**config.mk**
```make
export PLATFORM = sky130hd
export DESIGN_NAME = lvcfg_regs
export DESIGN_NICKNAME = d
export VERILOG_FILES = /design/src/common/lvcfg_pkg.sv /design/src/core/lvcfg_field_reg.sv /design/src/core/lvcfg_lane_mux.sv /design/src/core/lvcfg_regs.sv
export VERILOG_INCLUDE_DIRS = /design/src /design/src/common
export SDC_FILE = /design/constraint.sdc
export NUM_CORES = 1
export LEC_CHECK = 0
export BUFFER_PORTS_ARGS = -buffer_cell sky130_fd_sc_hd__buf_2
export CORE_UTILIZATION = 47
export CTS_CLUSTER_SIZE = 30
export DETAILED_ROUTE_END_ITERATION = 8
export GPL_TIMING_DRIVEN = 0
export MAX_ROUTING_LAYER = met4
export PLACE_DENSITY = 0.8
export SLEW_MARGIN = 20
export SYNTH_ARGS = -nofsm -noshare
export SYNTH_HDL_FRONTEND = slang
export SYNTH_SLANG_ARGS = --single-unit
```
**constraint.sdc**
```tcl
create_clock -name clk -period 1.8 [get_ports clk]
set_input_delay 0.18 -clock clk [delete_from_list [all_inputs] [get_ports clk]]
set_output_delay 0.18 -clock clk [all_outputs]
set_load 0.02 [all_outputs]
```
**src/common/lvcfg_params.svh**
```systemverilog
// Constants of the LVDS output configuration register group.
// Assumes inclusion by bare name from lvcfg_regs, the only module that includes it.
// How it works
// Level bit 6 picks common-mode level
// Software sets trim 01 with low level
// Swing field bits 3-2, reset 01
// Reserved bits read zero, writes ignored
// Order bit 5 reverses output pin order
// Reverse swaps lanes 0/3, lane 1/clock
// Order bit 1 picks termination, reset high
// Termination and swing form one drive code
// Trim field bits 5-4 adjusts common mode
// Low byte of 12-bit line length
// Line length to A, or A and B
// Pattern-only values act only in pattern mode
// Next register bits 3-0 hold upper nibble
`ifndef LVCFG_PARAMS_SVH
`define LVCFG_PARAMS_SVH

// Register indices; byte address is four times the index
`define LVCFG_IDX_LEVEL 8'h19
`define LVCFG_IDX_ORDER 8'h1a
`define LVCFG_IDX_TRIM 8'h1b
`define LVCFG_IDX_LENLO 8'h20
`define LVCFG_IDX_LENHI 8'h21
`define LVCFG_IDX_MODE 8'h30
`define LVCFG_IDX_STAT 8'h31

// Address slicing of haddr
`define LVCFG_IDX_LSB 2
`define LVCFG_IDX_MSB 9
`define LVCFG_IDX_W 8

// Field positions
`define LVCFG_VOCM_BIT 6
`define LVCFG_SWING_LSB 2
`define LVCFG_FLIP_BIT 5
`define LVCFG_TERM_BIT 1
`define LVCFG_TRIM_LSB 4
`define LVCFG_LENLO_LSB 0
`define LVCFG_LENHI_LSB 0
`define LVCFG_SINGLE_BIT 0
`define LVCFG_TPEN_BIT 1
`define LVCFG_STAT_LEN_LSB 0
`define LVCFG_STAT_FLIP_BIT 12
`define LVCFG_STAT_CHB_BIT 13

// Reset values
`define LVCFG_RST_VOCM 1'b0
`define LVCFG_RST_SWING 2'b01
`define LVCFG_RST_FLIP 1'b0
`define LVCFG_RST_TERM 1'b1
`define LVCFG_RST_TRIM 2'b00
`define LVCFG_RST_LENLO 8'h00
`define LVCFG_RST_LENHI 4'h0
`define LVCFG_RST_SINGLE 1'b1
`define LVCFG_RST_TPEN 1'b0

// Bus constants
`define LVCFG_HTRANS_ACT_BIT 1
`define LVCFG_HRESP_OKAY 1'b0

`endif

```
**src/common/lvcfg_pkg.sv**
```systemverilog
// Types shared by the LVDS output configuration block.
// Assumes the constants header sits beside it.
package lvcfg_pkg;

  // Bus handler states, one-hot
  typedef enum logic [3:0] {
    S_IDLE = 4'b0001,
    S_WR = 4'b0010,
    S_RDWAIT = 4'b0100,
    S_RDOUT = 4'b1000
  } lvcfg_state_e;

  // Common-mode trim codes
  typedef enum logic [1:0] {
    TRIM_NONE = 2'b00,
    TRIM_DOWN3 = 2'b01,
    TRIM_UP3 = 2'b10,
    TRIM_UP6 = 2'b11
  } lvcfg_trim_e;

  // One bit per LVDS output pin of the channel
  typedef struct packed {
    logic outLane0Pos;
    logic outLane0Neg;
    logic outLane1Pos;
    logic outLane1Neg;
    logic outLane2Pos;
    logic outLane2Neg;
    logic outLane3Pos;
    logic outLane3Neg;
    logic outClockLanePos;
    logic outClockLaneNeg;
  } lvcfg_lanes_s;

  // Settings for the analog output driver
  typedef struct packed {
    logic cmLow;
    logic [1:0] swing;
    logic termHigh;
    lvcfg_trim_e trim;
    logic [2:0] driveCode;
  } lvcfg_analog_s;

endpackage : lvcfg_pkg

```
**src/core/lvcfg_field_reg.sv**
```systemverilog
// One software-writable register field with its own reset value.
// Assumes write strobe and data come from logic on the same clock.
`timescale 1ns/10ps
module lvcfg_field_reg #(
  parameter int W = 1,
  parameter logic [W-1:0] RST = '0
) (
  input wire logic clk,
  input wire logic rst_n,
  input wire logic we,
  input wire logic [W-1:0] d,
  output logic [W-1:0] q
);
  import lvcfg_pkg::*;

  // Store on write, reset to field default
  always_ff @(posedge clk)
  begin
    if (!rst_n)
      q <= RST;
    else if (we)
      q <= d;
  end

endmodule : lvcfg_field_reg

```
**src/core/lvcfg_lane_mux.sv**
```systemverilog
// Output pin order selector for the LVDS channel, registered.
// Assumes lane bits come from the serializer on the same clock.
`timescale 1ns/10ps
module lvcfg_lane_mux (
  input wire logic clk,
  input wire logic rst_n,
  input wire logic flip,
  input wire lvcfg_pkg::lvcfg_lanes_s lanesIn,
  output lvcfg_pkg::lvcfg_lanes_s lanesOut
);
  import lvcfg_pkg::*;

  lvcfg_lanes_s swapped; // Reversed pin order view

  // Lane 0 with lane 3, lane 1 with clock, lane 2 stays
  assign swapped.outLane0Pos = lanesIn.outLane3Pos;
  assign swapped.outLane0Neg = lanesIn.outLane3Neg;
  assign swapped.outLane3Pos = lanesIn.outLane0Pos;
  assign swapped.outLane3Neg = lanesIn.outLane0Neg;
  assign swapped.outLane1Pos = lanesIn.outClockLanePos;
  assign swapped.outLane1Neg = lanesIn.outClockLaneNeg;
  assign swapped.outClockLanePos = lanesIn.outLane1Pos;
  assign swapped.outClockLaneNeg = lanesIn.outLane1Neg;
  assign swapped.outLane2Pos = lanesIn.outLane2Pos;
  assign swapped.outLane2Neg = lanesIn.outLane2Neg;

  // Pick normal or reversed order each clock
  always_ff @(posedge clk)
  begin
    if (!rst_n)
      lanesOut <= '0;
    else
      lanesOut <= flip ? swapped : lanesIn;
  end

endmodule : lvcfg_lane_mux

```
**src/core/lvcfg_regs.sv**
```systemverilog
// AHB-Lite register group for the LVDS output channel settings.
// Holds levels, swing, termination, trim, pin order and line length.
// Reads take one wait state, writes none; the response is always OKAY.
// Lane data passes one register stage with optional pin reversal.
// Assumes a single AHB-Lite master and lane data on the same clock.
`timescale 1ns/10ps
`include "lvcfg_params.svh"
module lvcfg_regs (
  input wire logic clk,
  input wire logic rst_n,
  input wire logic hsel,
  input wire logic [31:0] haddr,
  input wire logic [1:0] htrans,
  input wire logic hwrite,
  input wire logic [2:0] hsize,
  input wire logic [31:0] hwdata,
  input wire logic hready,
  output logic hreadyout,
  output logic [31:0] hrdata,
  output logic hresp,
  input wire lvcfg_pkg::lvcfg_lanes_s lanesIn,
  output lvcfg_pkg::lvcfg_lanes_s lanesOut,
  output lvcfg_pkg::lvcfg_analog_s analogCfg,
  output logic [11:0] chALineLen,
  output logic [11:0] chBLineLen,
  output logic chBEnable,
  output logic [11:0] patternLineLen,
  output logic patternEnable
);
  import lvcfg_pkg::*;

  // Bus handler state
  lvcfg_state_e state_r; // Current phase of the transfer
  lvcfg_state_e state_nxt; // Next phase
  logic [`LVCFG_IDX_W-1:0] idx_r; // Latched register index
  logic inRange_r; // Latched address is word aligned inside the index window
  logic hreadyout_r; // Ready back to the master
  logic [31:0] hrdata_r; // Read data register
  logic hresp_r; // Response, always OKAY

  // Field storage outputs
  logic cmLow; // Lower common-mode level chosen
  logic [1:0] swing; // Differential swing code
  logic pinFlip; // Reversed pin order chosen
  logic termHigh; // Higher termination chosen
  logic [1:0] trim; // Common-mode trim code
  logic [7:0] lenLo; // Line length low byte
  logic [3:0] lenHi; // Line length high nibble
  logic singleChan; // Single output channel mode
  logic tpEn; // Test pattern generation enable

  // Derived output registers
  lvcfg_analog_s analog_r; // Driver settings
  logic [11:0] chALen_r; // Channel A line length
  logic [11:0] chBLen_r; // Channel B line length
  logic chBEn_r; // Channel B in use
  logic [11:0] patLen_r; // Pattern generator line length
  logic patEn_r; // Pattern generator enable

  // The bus is pipelined: the address phase is latched here and the
  // register is touched one cycle later, in the data phase.
  // Only the index bits are kept; high and low address bits must be
  // zero, otherwise the access counts as unmapped.
  // Address phase decode
  wire accept = hsel && htrans[`LVCFG_HTRANS_ACT_BIT] && hready;
  wire addrOk = (haddr[31:`LVCFG_IDX_MSB+1] == '0) && (haddr[`LVCFG_IDX_LSB-1:0] == '0);

  // Register select from the latched index
  wire selLevel = inRange_r && (idx_r == `LVCFG_IDX_LEVEL);
  wire selOrder = inRange_r && (idx_r == `LVCFG_IDX_ORDER);
  wire selTrim = inRange_r && (idx_r == `LVCFG_IDX_TRIM);
  wire selLenLo = inRange_r && (idx_r == `LVCFG_IDX_LENLO);
  wire selLenHi = inRange_r && (idx_r == `LVCFG_IDX_LENHI);
  wire selMode = inRange_r && (idx_r == `LVCFG_IDX_MODE);
  wire selStat = inRange_r && (idx_r == `LVCFG_IDX_STAT);

  // Write strobes in the write data phase
  wire wrPhase = (state_r == S_WR);
  wire weLevel = wrPhase && selLevel;
  wire weOrder = wrPhase && selOrder;
  wire weTrim = wrPhase && selTrim;
  wire weLenLo = wrPhase && selLenLo;
  wire weLenHi = wrPhase && selLenHi;
  wire weMode = wrPhase && selMode;

  // Full twelve-bit active line length
  wire [11:0] lineLen = {lenHi, lenLo};

  // Reads insert one wait state so the read word comes from settled
  // field values, never from a write landing in the same cycle.
  // Writes complete with no wait state.
  // Next bus phase
  always_comb
  begin
    case (state_r)
      S_IDLE, S_WR, S_RDOUT:
      begin
        if (accept)
          state_nxt = hwrite ? S_WR : S_RDWAIT;
        else
          state_nxt = S_IDLE;
      end
      S_RDWAIT:
        state_nxt = S_RDOUT;
      default:
        state_nxt = S_IDLE;
    endcase
  end

  // The address is only sampled while ready is high, so a master that
  // holds its address through the wait state is not taken twice.
  // Bus state, address latch, ready and response
  always_ff @(posedge clk)
  begin
    if (!rst_n)
    begin
      state_r <= S_IDLE;
      idx_r <= '0;
      inRange_r <= 1'b0;
      hreadyout_r <= 1'b1;
      hresp_r <= `LVCFG_HRESP_OKAY;
    end
    else
    begin
      state_r <= state_nxt;
      hreadyout_r <= (state_nxt != S_RDWAIT);
      hresp_r <= `LVCFG_HRESP_OKAY;
      if (accept)
      begin
        idx_r <= haddr[`LVCFG_IDX_MSB:`LVCFG_IDX_LSB];
        inRange_r <= addrOk;
      end
    end
  end

  // Each field keeps its own reset value; reserved positions have no
  // storage at all, so whatever lands on them vanishes.
  // Common-mode level select
  lvcfg_field_reg #(.W(1), .RST(`LVCFG_RST_VOCM)) uVocm (
    .clk(clk), .rst_n(rst_n), .we(weLevel),
    .d(hwdata[`LVCFG_VOCM_BIT]), .q(cmLow)
  );

  // Differential swing select
  lvcfg_field_reg #(.W(2), .RST(`LVCFG_RST_SWING)) uSwing (
    .clk(clk), .rst_n(rst_n), .we(weLevel),
    .d(hwdata[`LVCFG_SWING_LSB +: 2]), .q(swing)
  );

  // Pin order flip
  lvcfg_field_reg #(.W(1), .RST(`LVCFG_RST_FLIP)) uFlip (
    .clk(clk), .rst_n(rst_n), .we(weOrder),
    .d(hwdata[`LVCFG_FLIP_BIT]), .q(pinFlip)
  );

  // Near-end termination select
  lvcfg_field_reg #(.W(1), .RST(`LVCFG_RST_TERM)) uTerm (
    .clk(clk), .rst_n(rst_n), .we(weOrder),
    .d(hwdata[`LVCFG_TERM_BIT]), .q(termHigh)
  );

  // Common-mode trim
  lvcfg_field_reg #(.W(2), .RST(`LVCFG_RST_TRIM)) uTrim (
    .clk(clk), .rst_n(rst_n), .we(weTrim),
    .d(hwdata[`LVCFG_TRIM_LSB +: 2]), .q(trim)
  );

  // Line length low byte
  lvcfg_field_reg #(.W(8), .RST(`LVCFG_RST_LENLO)) uLenLo (
    .clk(clk), .rst_n(rst_n), .we(weLenLo),
    .d(hwdata[`LVCFG_LENLO_LSB +: 8]), .q(lenLo)
  );

  // Line length high nibble
  lvcfg_field_reg #(.W(4), .RST(`LVCFG_RST_LENHI)) uLenHi (
    .clk(clk), .rst_n(rst_n), .we(weLenHi),
    .d(hwdata[`LVCFG_LENHI_LSB +: 4]), .q(lenHi)
  );

  // Single-channel mode bit
  lvcfg_field_reg #(.W(1), .RST(`LVCFG_RST_SINGLE)) uSingle (
    .clk(clk), .rst_n(rst_n), .we(weMode),
    .d(hwdata[`LVCFG_SINGLE_BIT]), .q(singleChan)
  );

  // Test pattern enable bit
  lvcfg_field_reg #(.W(1), .RST(`LVCFG_RST_TPEN)) uTpEn (
    .clk(clk), .rst_n(rst_n), .we(weMode),
    .d(hwdata[`LVCFG_TPEN_BIT]), .q(tpEn)
  );

  // Zero in reserved and unmapped places lets software compare a
  // read-back word directly with the value it wrote.
  // Read word assembly; reserved and unmapped bits read zero
  logic [31:0] rdWord; // Word for the selected register
  always_comb
  begin
    rdWord = '0;
    if (selLevel)
    begin
      rdWord[`LVCFG_VOCM_BIT] = cmLow;
      rdWord[`LVCFG_SWING_LSB +: 2] = swing;
    end
    else if (selOrder)
    begin
      rdWord[`LVCFG_FLIP_BIT] = pinFlip;
      rdWord[`LVCFG_TERM_BIT] = termHigh;
    end
    else if (selTrim)
      rdWord[`LVCFG_TRIM_LSB +: 2] = trim;
    else if (selLenLo)
      rdWord[`LVCFG_LENLO_LSB +: 8] = lenLo;
    else if (selLenHi)
      rdWord[`LVCFG_LENHI_LSB +: 4] = lenHi;
    else if (selMode)
    begin
      rdWord[`LVCFG_SINGLE_BIT] = singleChan;
      rdWord[`LVCFG_TPEN_BIT] = tpEn;
    end
    else if (selStat)
    begin
      rdWord[`LVCFG_STAT_LEN_LSB +: 12] = chALen_r;
      rdWord[`LVCFG_STAT_FLIP_BIT] = pinFlip;
      rdWord[`LVCFG_STAT_CHB_BIT] = chBEn_r;
    end
  end

  // Read data captured in the wait cycle
  always_ff @(posedge clk)
  begin
    if (!rst_n)
      hrdata_r <= '0;
    else if (state_r == S_RDWAIT)
      hrdata_r <= rdWord;
  end

  // The analog cells take their settings one clock after a field
  // changes; a clean registered update matters more than latency.
  // Low common mode needs the matching trim code; hardware does not
  // enforce it, so the driver software has to.
  // Driver settings; termination and swing act as one code
  always_ff @(posedge clk)
  begin
    if (!rst_n)
      analog_r <= '{cmLow: `LVCFG_RST_VOCM, swing: `LVCFG_RST_SWING,
                    termHigh: `LVCFG_RST_TERM, trim: TRIM_NONE,
                    driveCode: {`LVCFG_RST_TERM, `LVCFG_RST_SWING}};
    else
    begin
      analog_r.cmLow <= cmLow;
      analog_r.swing <= swing;
      analog_r.termHigh <= termHigh;
      analog_r.trim <= lvcfg_trim_e'(trim);
      analog_r.driveCode <= {termHigh, swing};
    end
  end

  // Channel B follows the line length only in dual-channel mode; in
  // single mode it is held at zero so an idle channel sees no length.
  // The pattern generator sees the length only while it is enabled.
  // Line length routing to channels and pattern generator
  always_ff @(posedge clk)
  begin
    if (!rst_n)
    begin
      chALen_r <= '0;
      chBLen_r <= '0;
      chBEn_r <= 1'b0;
      patLen_r <= '0;
      patEn_r <= 1'b0;
    end
    else
    begin
      chALen_r <= lineLen;
      chBLen_r <= singleChan ? '0 : lineLen;
      chBEn_r <= !singleChan;
      patLen_r <= tpEn ? lineLen : '0;
      patEn_r <= tpEn;
    end
  end

  // The pin order stage adds one clock of latency to every lane.
  // Output pin order stage
  lvcfg_lane_mux uLaneMux (
    .clk(clk),
    .rst_n(rst_n),
    .flip(pinFlip),
    .lanesIn(lanesIn),
    .lanesOut(lanesOut)
  );

  // No output passes through logic after its flip-flop.
  // Port drive from registers
  assign hreadyout = hreadyout_r;
  assign hrdata = hrdata_r;
  assign hresp = hresp_r;
  assign analogCfg = analog_r;
  assign chALineLen = chALen_r;
  assign chBLineLen = chBLen_r;
  assign chBEnable = chBEn_r;
  assign patternLineLen = patLen_r;
  assign patternEnable = patEn_r;

endmodule : lvcfg_regs

```
# Word-level counts from Yosys, hierarchy flattened
# Cells that the tools add are included.
# totals
regBits	106
output_inout_bits	91
# classes
eq_ne	12
mux	39
bitwise_logic	1
n_reduce_logical	22
# ops
operator	count
14-bit two-way mux	7
12-bit two-way mux	6
10-bit two-way mux	6
8-bit by 6-bit equality test with 1-bit output, second input constant	4
8-bit by 5-bit equality test with 1-bit output, second input constant	3
8-bit two-way mux	3
22-bit logical NOT	1
1-bit logical AND	16
2-bit two-way mux	5
3-bit two-way mux	3
4-bit two-way mux	2
4-bit case mux with 2 select lines	1
7-bit two-way mux	1
6-bit two-way mux	1
4-bit by 1-bit equality test with 1-bit output, second input constant	1
4-bit by 2-bit equality test with 1-bit output, second input constant	1
4-bit by 3-bit equality test with 1-bit output, second input constant	1
4-bit equality test, second input constant	1
1-bit two-way mux	4
4-bit by 3-bit inequality test with 1-bit output, second input constant	1
3-bit OR reduction	1
2-bit logical NOT	1
2-bit AND reduction	1
2-bit OR reduction	1
2 further kinds	2

# Depth between registers and ports, before layout
# logic_depth
word_depth	24
ltp_mapped	5
mapped_depth_nobuf	4

# Modules after synthesis
# Synthesis repeated with hierarchy kept, for this count alone.
# hier_totals
hier_cells	372
hier_area_um2	3892.5
# modules_own_cells
module	n_inst	cells_each	area_per_inst_um2	seq_area_each_um2
lvcfg_regs	1	278	2761.4	1441.4
lvcfg_lane_mux	1	29	354.1	200.2
lvcfg_field_reg (uLenLo)	1	25	301.5	160.2
lvcfg_field_reg (uLenHi)	1	13	156.4	80.1
lvcfg_field_reg (uFlip ...)	3	3	36.3	20.0
lvcfg_field_reg (uTrim)	1	6	72.6	40.0
lvcfg_field_reg (uSwing)	1	6	70.1	40.0
lvcfg_field_reg (uSingle ...)	2	3	33.8	20.0

# Least setup slack after synthesis
# OpenSTA, ideal clock, no wires.
# synth_path
path_kind	register to register
start	reg state_r[0]
end	reg hrdata_r[10], in the netlist hrdata[10]
setup_time_ps	65
arrival_ps	1500
t_required_ps	1735
path_slack_ps	234
path_stages_with_launch	5
n_path_buf	0
period_less_slack_ps	1566
path_cell_list	dfxtp_1 or4b_4 nor4_4 a22oi_1 nor2_1
# synth_via
elab_chain_len	1
# synth_rtl
item	line_no	rtl
start: declaration	lvcfg_regs.sv:33	lvcfg_state_e state_r;
start signal: assignment	lvcfg_regs.sv:125	state_r <= state_nxt;
4-bit by 3-bit equality test with 1-bit output	lvcfg_regs.sv:233	else if (state_r == S_RDWAIT)
end signal: assignment	lvcfg_regs.sv:234	hrdata_r <= rdWord;
end: declaration	lvcfg_regs.sv:38	logic [31:0] hrdata_r;
# No other way between the ends.
# A chain may end at the register's enable or synchronous reset.

# Worst setup path after layout
# layout_path
start	reg idx_r[1]
end	reg hrdata_r[9], in the netlist hrdata[9]
# layout_via
elab_chain_len	24
word_cells_on_any_way	36
classes_between	eq/ne (7); mux (22); reduce/logical (7)
# layout_rtl
item	line_no	rtl
start: declaration	lvcfg_regs.sv:35	logic [`LVCFG_IDX_W-1:0] idx_r;
start signal: assignment	lvcfg_regs.sv:130	idx_r <= haddr[`LVCFG_IDX_MSB:`LVCFG_IDX_LSB];
8-bit by 6-bit equality test with 1-bit output (no line)	-	
1-bit logical AND	lvcfg_regs.sv:75	wire selStat = inRange_r && (idx_r == `LVCFG_IDX_STAT);
14-bit two-way mux	lvcfg_regs.sv:220	else if (selStat)
14-bit two-way mux	lvcfg_regs.sv:215	else if (selMode)
14-bit two-way mux	lvcfg_regs.sv:213	else if (selLenHi)
14-bit two-way mux	lvcfg_regs.sv:211	else if (selLenLo)
14-bit two-way mux	lvcfg_regs.sv:209	else if (selTrim)
14-bit two-way mux	lvcfg_regs.sv:204	else if (selOrder)
[... 8 more ...]	-	
10-bit two-way mux	lvcfg_regs.sv:211	
10-bit two-way mux	lvcfg_regs.sv:209	
10-bit two-way mux	lvcfg_regs.sv:204	
10-bit two-way mux	lvcfg_regs.sv:199	if (selLevel)
6-bit two-way mux	lvcfg_regs.sv:211	
8-bit two-way mux	lvcfg_regs.sv:209	
8-bit two-way mux	lvcfg_regs.sv:204	
7-bit two-way mux (*)	lvcfg_regs.sv:199	
# Every way passes the cells marked *; elsewhere a longest branch is shown, timed or not. The select of a mux whose other input is x is not followed.

==> reports/results.ini <==
[synth]
async_reset_ff_share_pct = 0
synth_flop_cell = dfxtp_1
synth_xor_area_share_pct = 0.226
synth-seq-cells = 103
synth.distinct_cells = 45
yosys.area_share.simple_pct = 23.7
synthesis.area_sq_um = 3870
avgSynthCellArea_sq_um = 10.1
synth_top_family_by_area = simple AND/OR/NAND/NOR gates
postSynthCellCount = 383
yosysSeqAreaShare_pct = 53.3
synth_compound_area_share_pct = 7.21
synthMuxAreaShare_pct = 8.86
synth_fa_ha_area_share_pct = 0
ys.warnings.count = 0
synth-edff-count = 0

[power_and_ir_drop]
finalPower_w = 0.00409
p_leak_nw = 2.44
p_sw_w = 0.000983
p_seq_share_pct = 56.4
power.internal_w = 0.00311
swShare_pct = 24.0
power_frac_clock_pct = 37.0
power_density_nw_per_um2 = 822
ir_drop_uv = 557
power_frac_comb_pct = 6.6

[setup_path]
worstReg2RegStart = idx_r[1]$_SDFFE_PN0N_
reg2reg_to = hrdata[9]$_SDFFE_PN0P_
regToRegSetupSlack_ns = 0.1
path_max_fanout = 10
worstSetupStartpointType = flip-flop
cp.required_ns = 2.11
arrival_ns = 2.01
reg2reg_depth = 6
crit_type = flip-flop to flip-flop
end_kind = flip-flop

[hold_path]
holdPathStages = 2
whs_endpoint = uLaneMux.lanesOut[4]$_SDFF_PN0_
hold_class = input pin to flip-flop
hold_start = lanesIn[4]

[floorplanning]
pin_count = 175
die_y_um = 92.7
die_w_um = 92.7
die_area_sq_um = 8600
fp-row-count = 32
start_util_pct = 49.3
coreArea_sq_um = 7850

[global_route]
grt_pass1_vias = 3156
globalRoute.totalOverflow = 0
grt_start_max_net_pins = 19
track_usage_pct = 23.6
grt_antenna_before_repair = 0
grt_pass1_wl_mm = 15.1

[sta]
slew_headroom_pct = 61.1
hold_viol = 0
slew_violations = 0
period_needed_ns = 1.70
setup_viol = 0
whs_ns = 0.0180
timing.setup.tns_ns = 0
max_freq_ghz = 0.587
fin_skew_ns = 0.00978
worst_pin_slew_ns = 0.584
finalCritPeriodShare_pct = 94.6
rsz0062_at_grt = no

[placed_design]
port-buffer-count = 127
dp_hpwl_mm = 7.34
gp_congestion = 0.894
dpl.cell_count = 630

[cts]
ctsHtreeMaxLevel = 3
clock_latency_ns = 0.37
cts-root-buf = clkbuf_8
numClockSinks = 103
cts_max_path_buffers = 2
cts_buffers = 9
path_clk_slew_ns = 0.09
cts_tree = done

[layout]
fill_cells = 676
nNetsFinal = 630
n_antenna_cell = 0
drive_gt1_share_pct = 33.8
stdcell_count = 653
syn2layout_area_growth_pct = 28.8
postLayoutCoreUtil_pct = 63.5

[detailed_routing]
drt-total-wl_mm = 9.56
drc_errors = 0
drt_pre_antenna_iters = 4
antenna_left = 0
wire_per_inst_um = 14.6
vias = 3314
viasPerCell = 5.08
drt_iter0_markers = 159

[run]
cap_violations = 0

[run_status]
run_status = completed

==> routing by layer <==
| metal | part of all wire [%] | GRT usage (%) |
|---|---|---|
| met1 | 45 | 28.3 |
| met2 | 47 | 39.1 |
| met3 | 7.0 | 5.34 |
| met4 | 1.3 | 8.46 |
| met5 | 0 | - |
==> cell usage in the layout, fill, tap and decap left out, types with 14 or more instances in the layout <==
cell type | synthesis | routed
mux2i_1 | 32 | 32
and3_1 | 16 | 16
conb_1 | 1 | 19
dfxtp_1 | 103 | 103
nand2_1 | 26 | 26
nor2b_1 | 14 | 14
buf_4 | 22 | 28
buf_2 | 1 | 129
nor2_1 | 36 | 36
and2_1 | 22 | 22
==> cell usage after synthesis (all sizes together) (9+ instances only) <==
master	number	area share [%]
dfxtp	103	53
nor2	36	3.5
mux2i	32	8.3
nand2	26	2.5
buf	23	4.4
and2	22	3.6
clkbuf	18	1.7
and3	16	2.6
nor2b	14	2.3
a21oi	13	1.7
nand3	9	1.2
==> power by group through the flow <==
stage / clock, W / sequential [W] / combinational (W)
final: 0.00152 / 0.00231 / 0.000269
after global routing: 0.00162 / 0.00231 / 0.000292
after CTS: 0.00153 / 0.00231 / 0.000266
after detailed placement: 0 / 0.00236 / 0.000262
after global placement: 0 / 0.00236 / 0.000257
after floorplan: 0 / 0.00238 / 0.000138
==> registers in the layout, indices dropped and copies added, names as in the netlist <==
name,flops
patternEnable,1
state_r,4
uVocm.q,1
patternLineLen,12
chBEnable,1
hreadyout,1
uTerm.q,1
idx_r,8
uSwing.q,2
hrdata,14
uLenHi.q,4
uLaneMux.lanesOut,10
uTrim.q,2
chBLineLen,12
uTpEn.q,1
analogCfg,6
uFlip.q,1
uLenLo.q,8
uSingle.q,1
chALineLen,12
inRange_r,1
==> critical path, cell delays in order (launching register included) <==
cell and delay [ns]:
dfxtp_1 0.32, buf_2 0.17, or3b_2 0.52, nor4_4 0.28
buf_4 0.19, a22oi_1 0.08, nor2_1 0.09
==> stage by stage <==
step | area, sq um | worst slack (ns)
after floorplan | 3940 | 0.234
after global placement | 4700 | 0.0193
after detailed placement | 4700 | -0.0291
after CTS | 4940 | 0.0127
after global routing | 4980 | 0.00560
final | 4980 | 0.0974
==> worst max-delay path by stage <==
| stage | from | end | slack [ns] | cells past startpoint |
|---|---|---|---|---|
| 2_1_floorplan | state_r[0]$_SDFF_PN1_ | hrdata[10]$_SDFFE_PN0P_ | 0.23 | 4 |
| 3_3_place_gp | idx_r[7]$_SDFFE_PN0N_ | uLenLo.q[0]$_SDFFE_PN0P_ | 0.02 | 5 |
| 3_5_place_dp | idx_r[7]$_SDFFE_PN0N_ | uLenLo.q[6]$_SDFFE_PN0P_ | -0.03 | 5 |
| 4_1_cts | state_r[0]$_SDFF_PN1_ | hrdata[9]$_SDFFE_PN0P_ | 0.01 | 4 |
| 5_1_grt | idx_r[1]$_SDFFE_PN0N_ | hrdata[10]$_SDFFE_PN0P_ | 0.006 | 6 |
| 6_report | idx_r[1]$_SDFFE_PN0N_ | hrdata[9]$_SDFFE_PN0P_ | 0.1 | 6 |
==> final cells by class <==
type	instances	area, sq um	share of cell area [%]
multi-input cells	253	1630	32.7
repair buffers	134	691	13.9
clock inverters	6	75.1	1.51
inverters	4	15.0	0.301
plain buffers	41	244	4.90
well taps	102	128	2.56
flip-flops and latches	103	2060	41.4
clock buffers	10	138	2.76
==> cell families (layout without fill, tap and decap cells) <==
family / count (synthesis) / after routing
xor gates and xnor gates: 1 / 1
muxes: 33 / 33
DFF: 103 / 103
other: 1 / 19
AOI/OAI and AO/OA: 42 / 42
buffers and inverters: 45 / 195
and+or+nand+nor: 158 / 158
==> timing repair <==
action	in CTS	in global routing
hold buffers	1	0
resized for setup	2	9
endpoints found under the setup margin	14	18
hold endpoints to repair	1	0
cloned	0	0
setup buffers	1	5
pin swaps	1	3
Note: power is estimated with default switching activity, not from simulation.
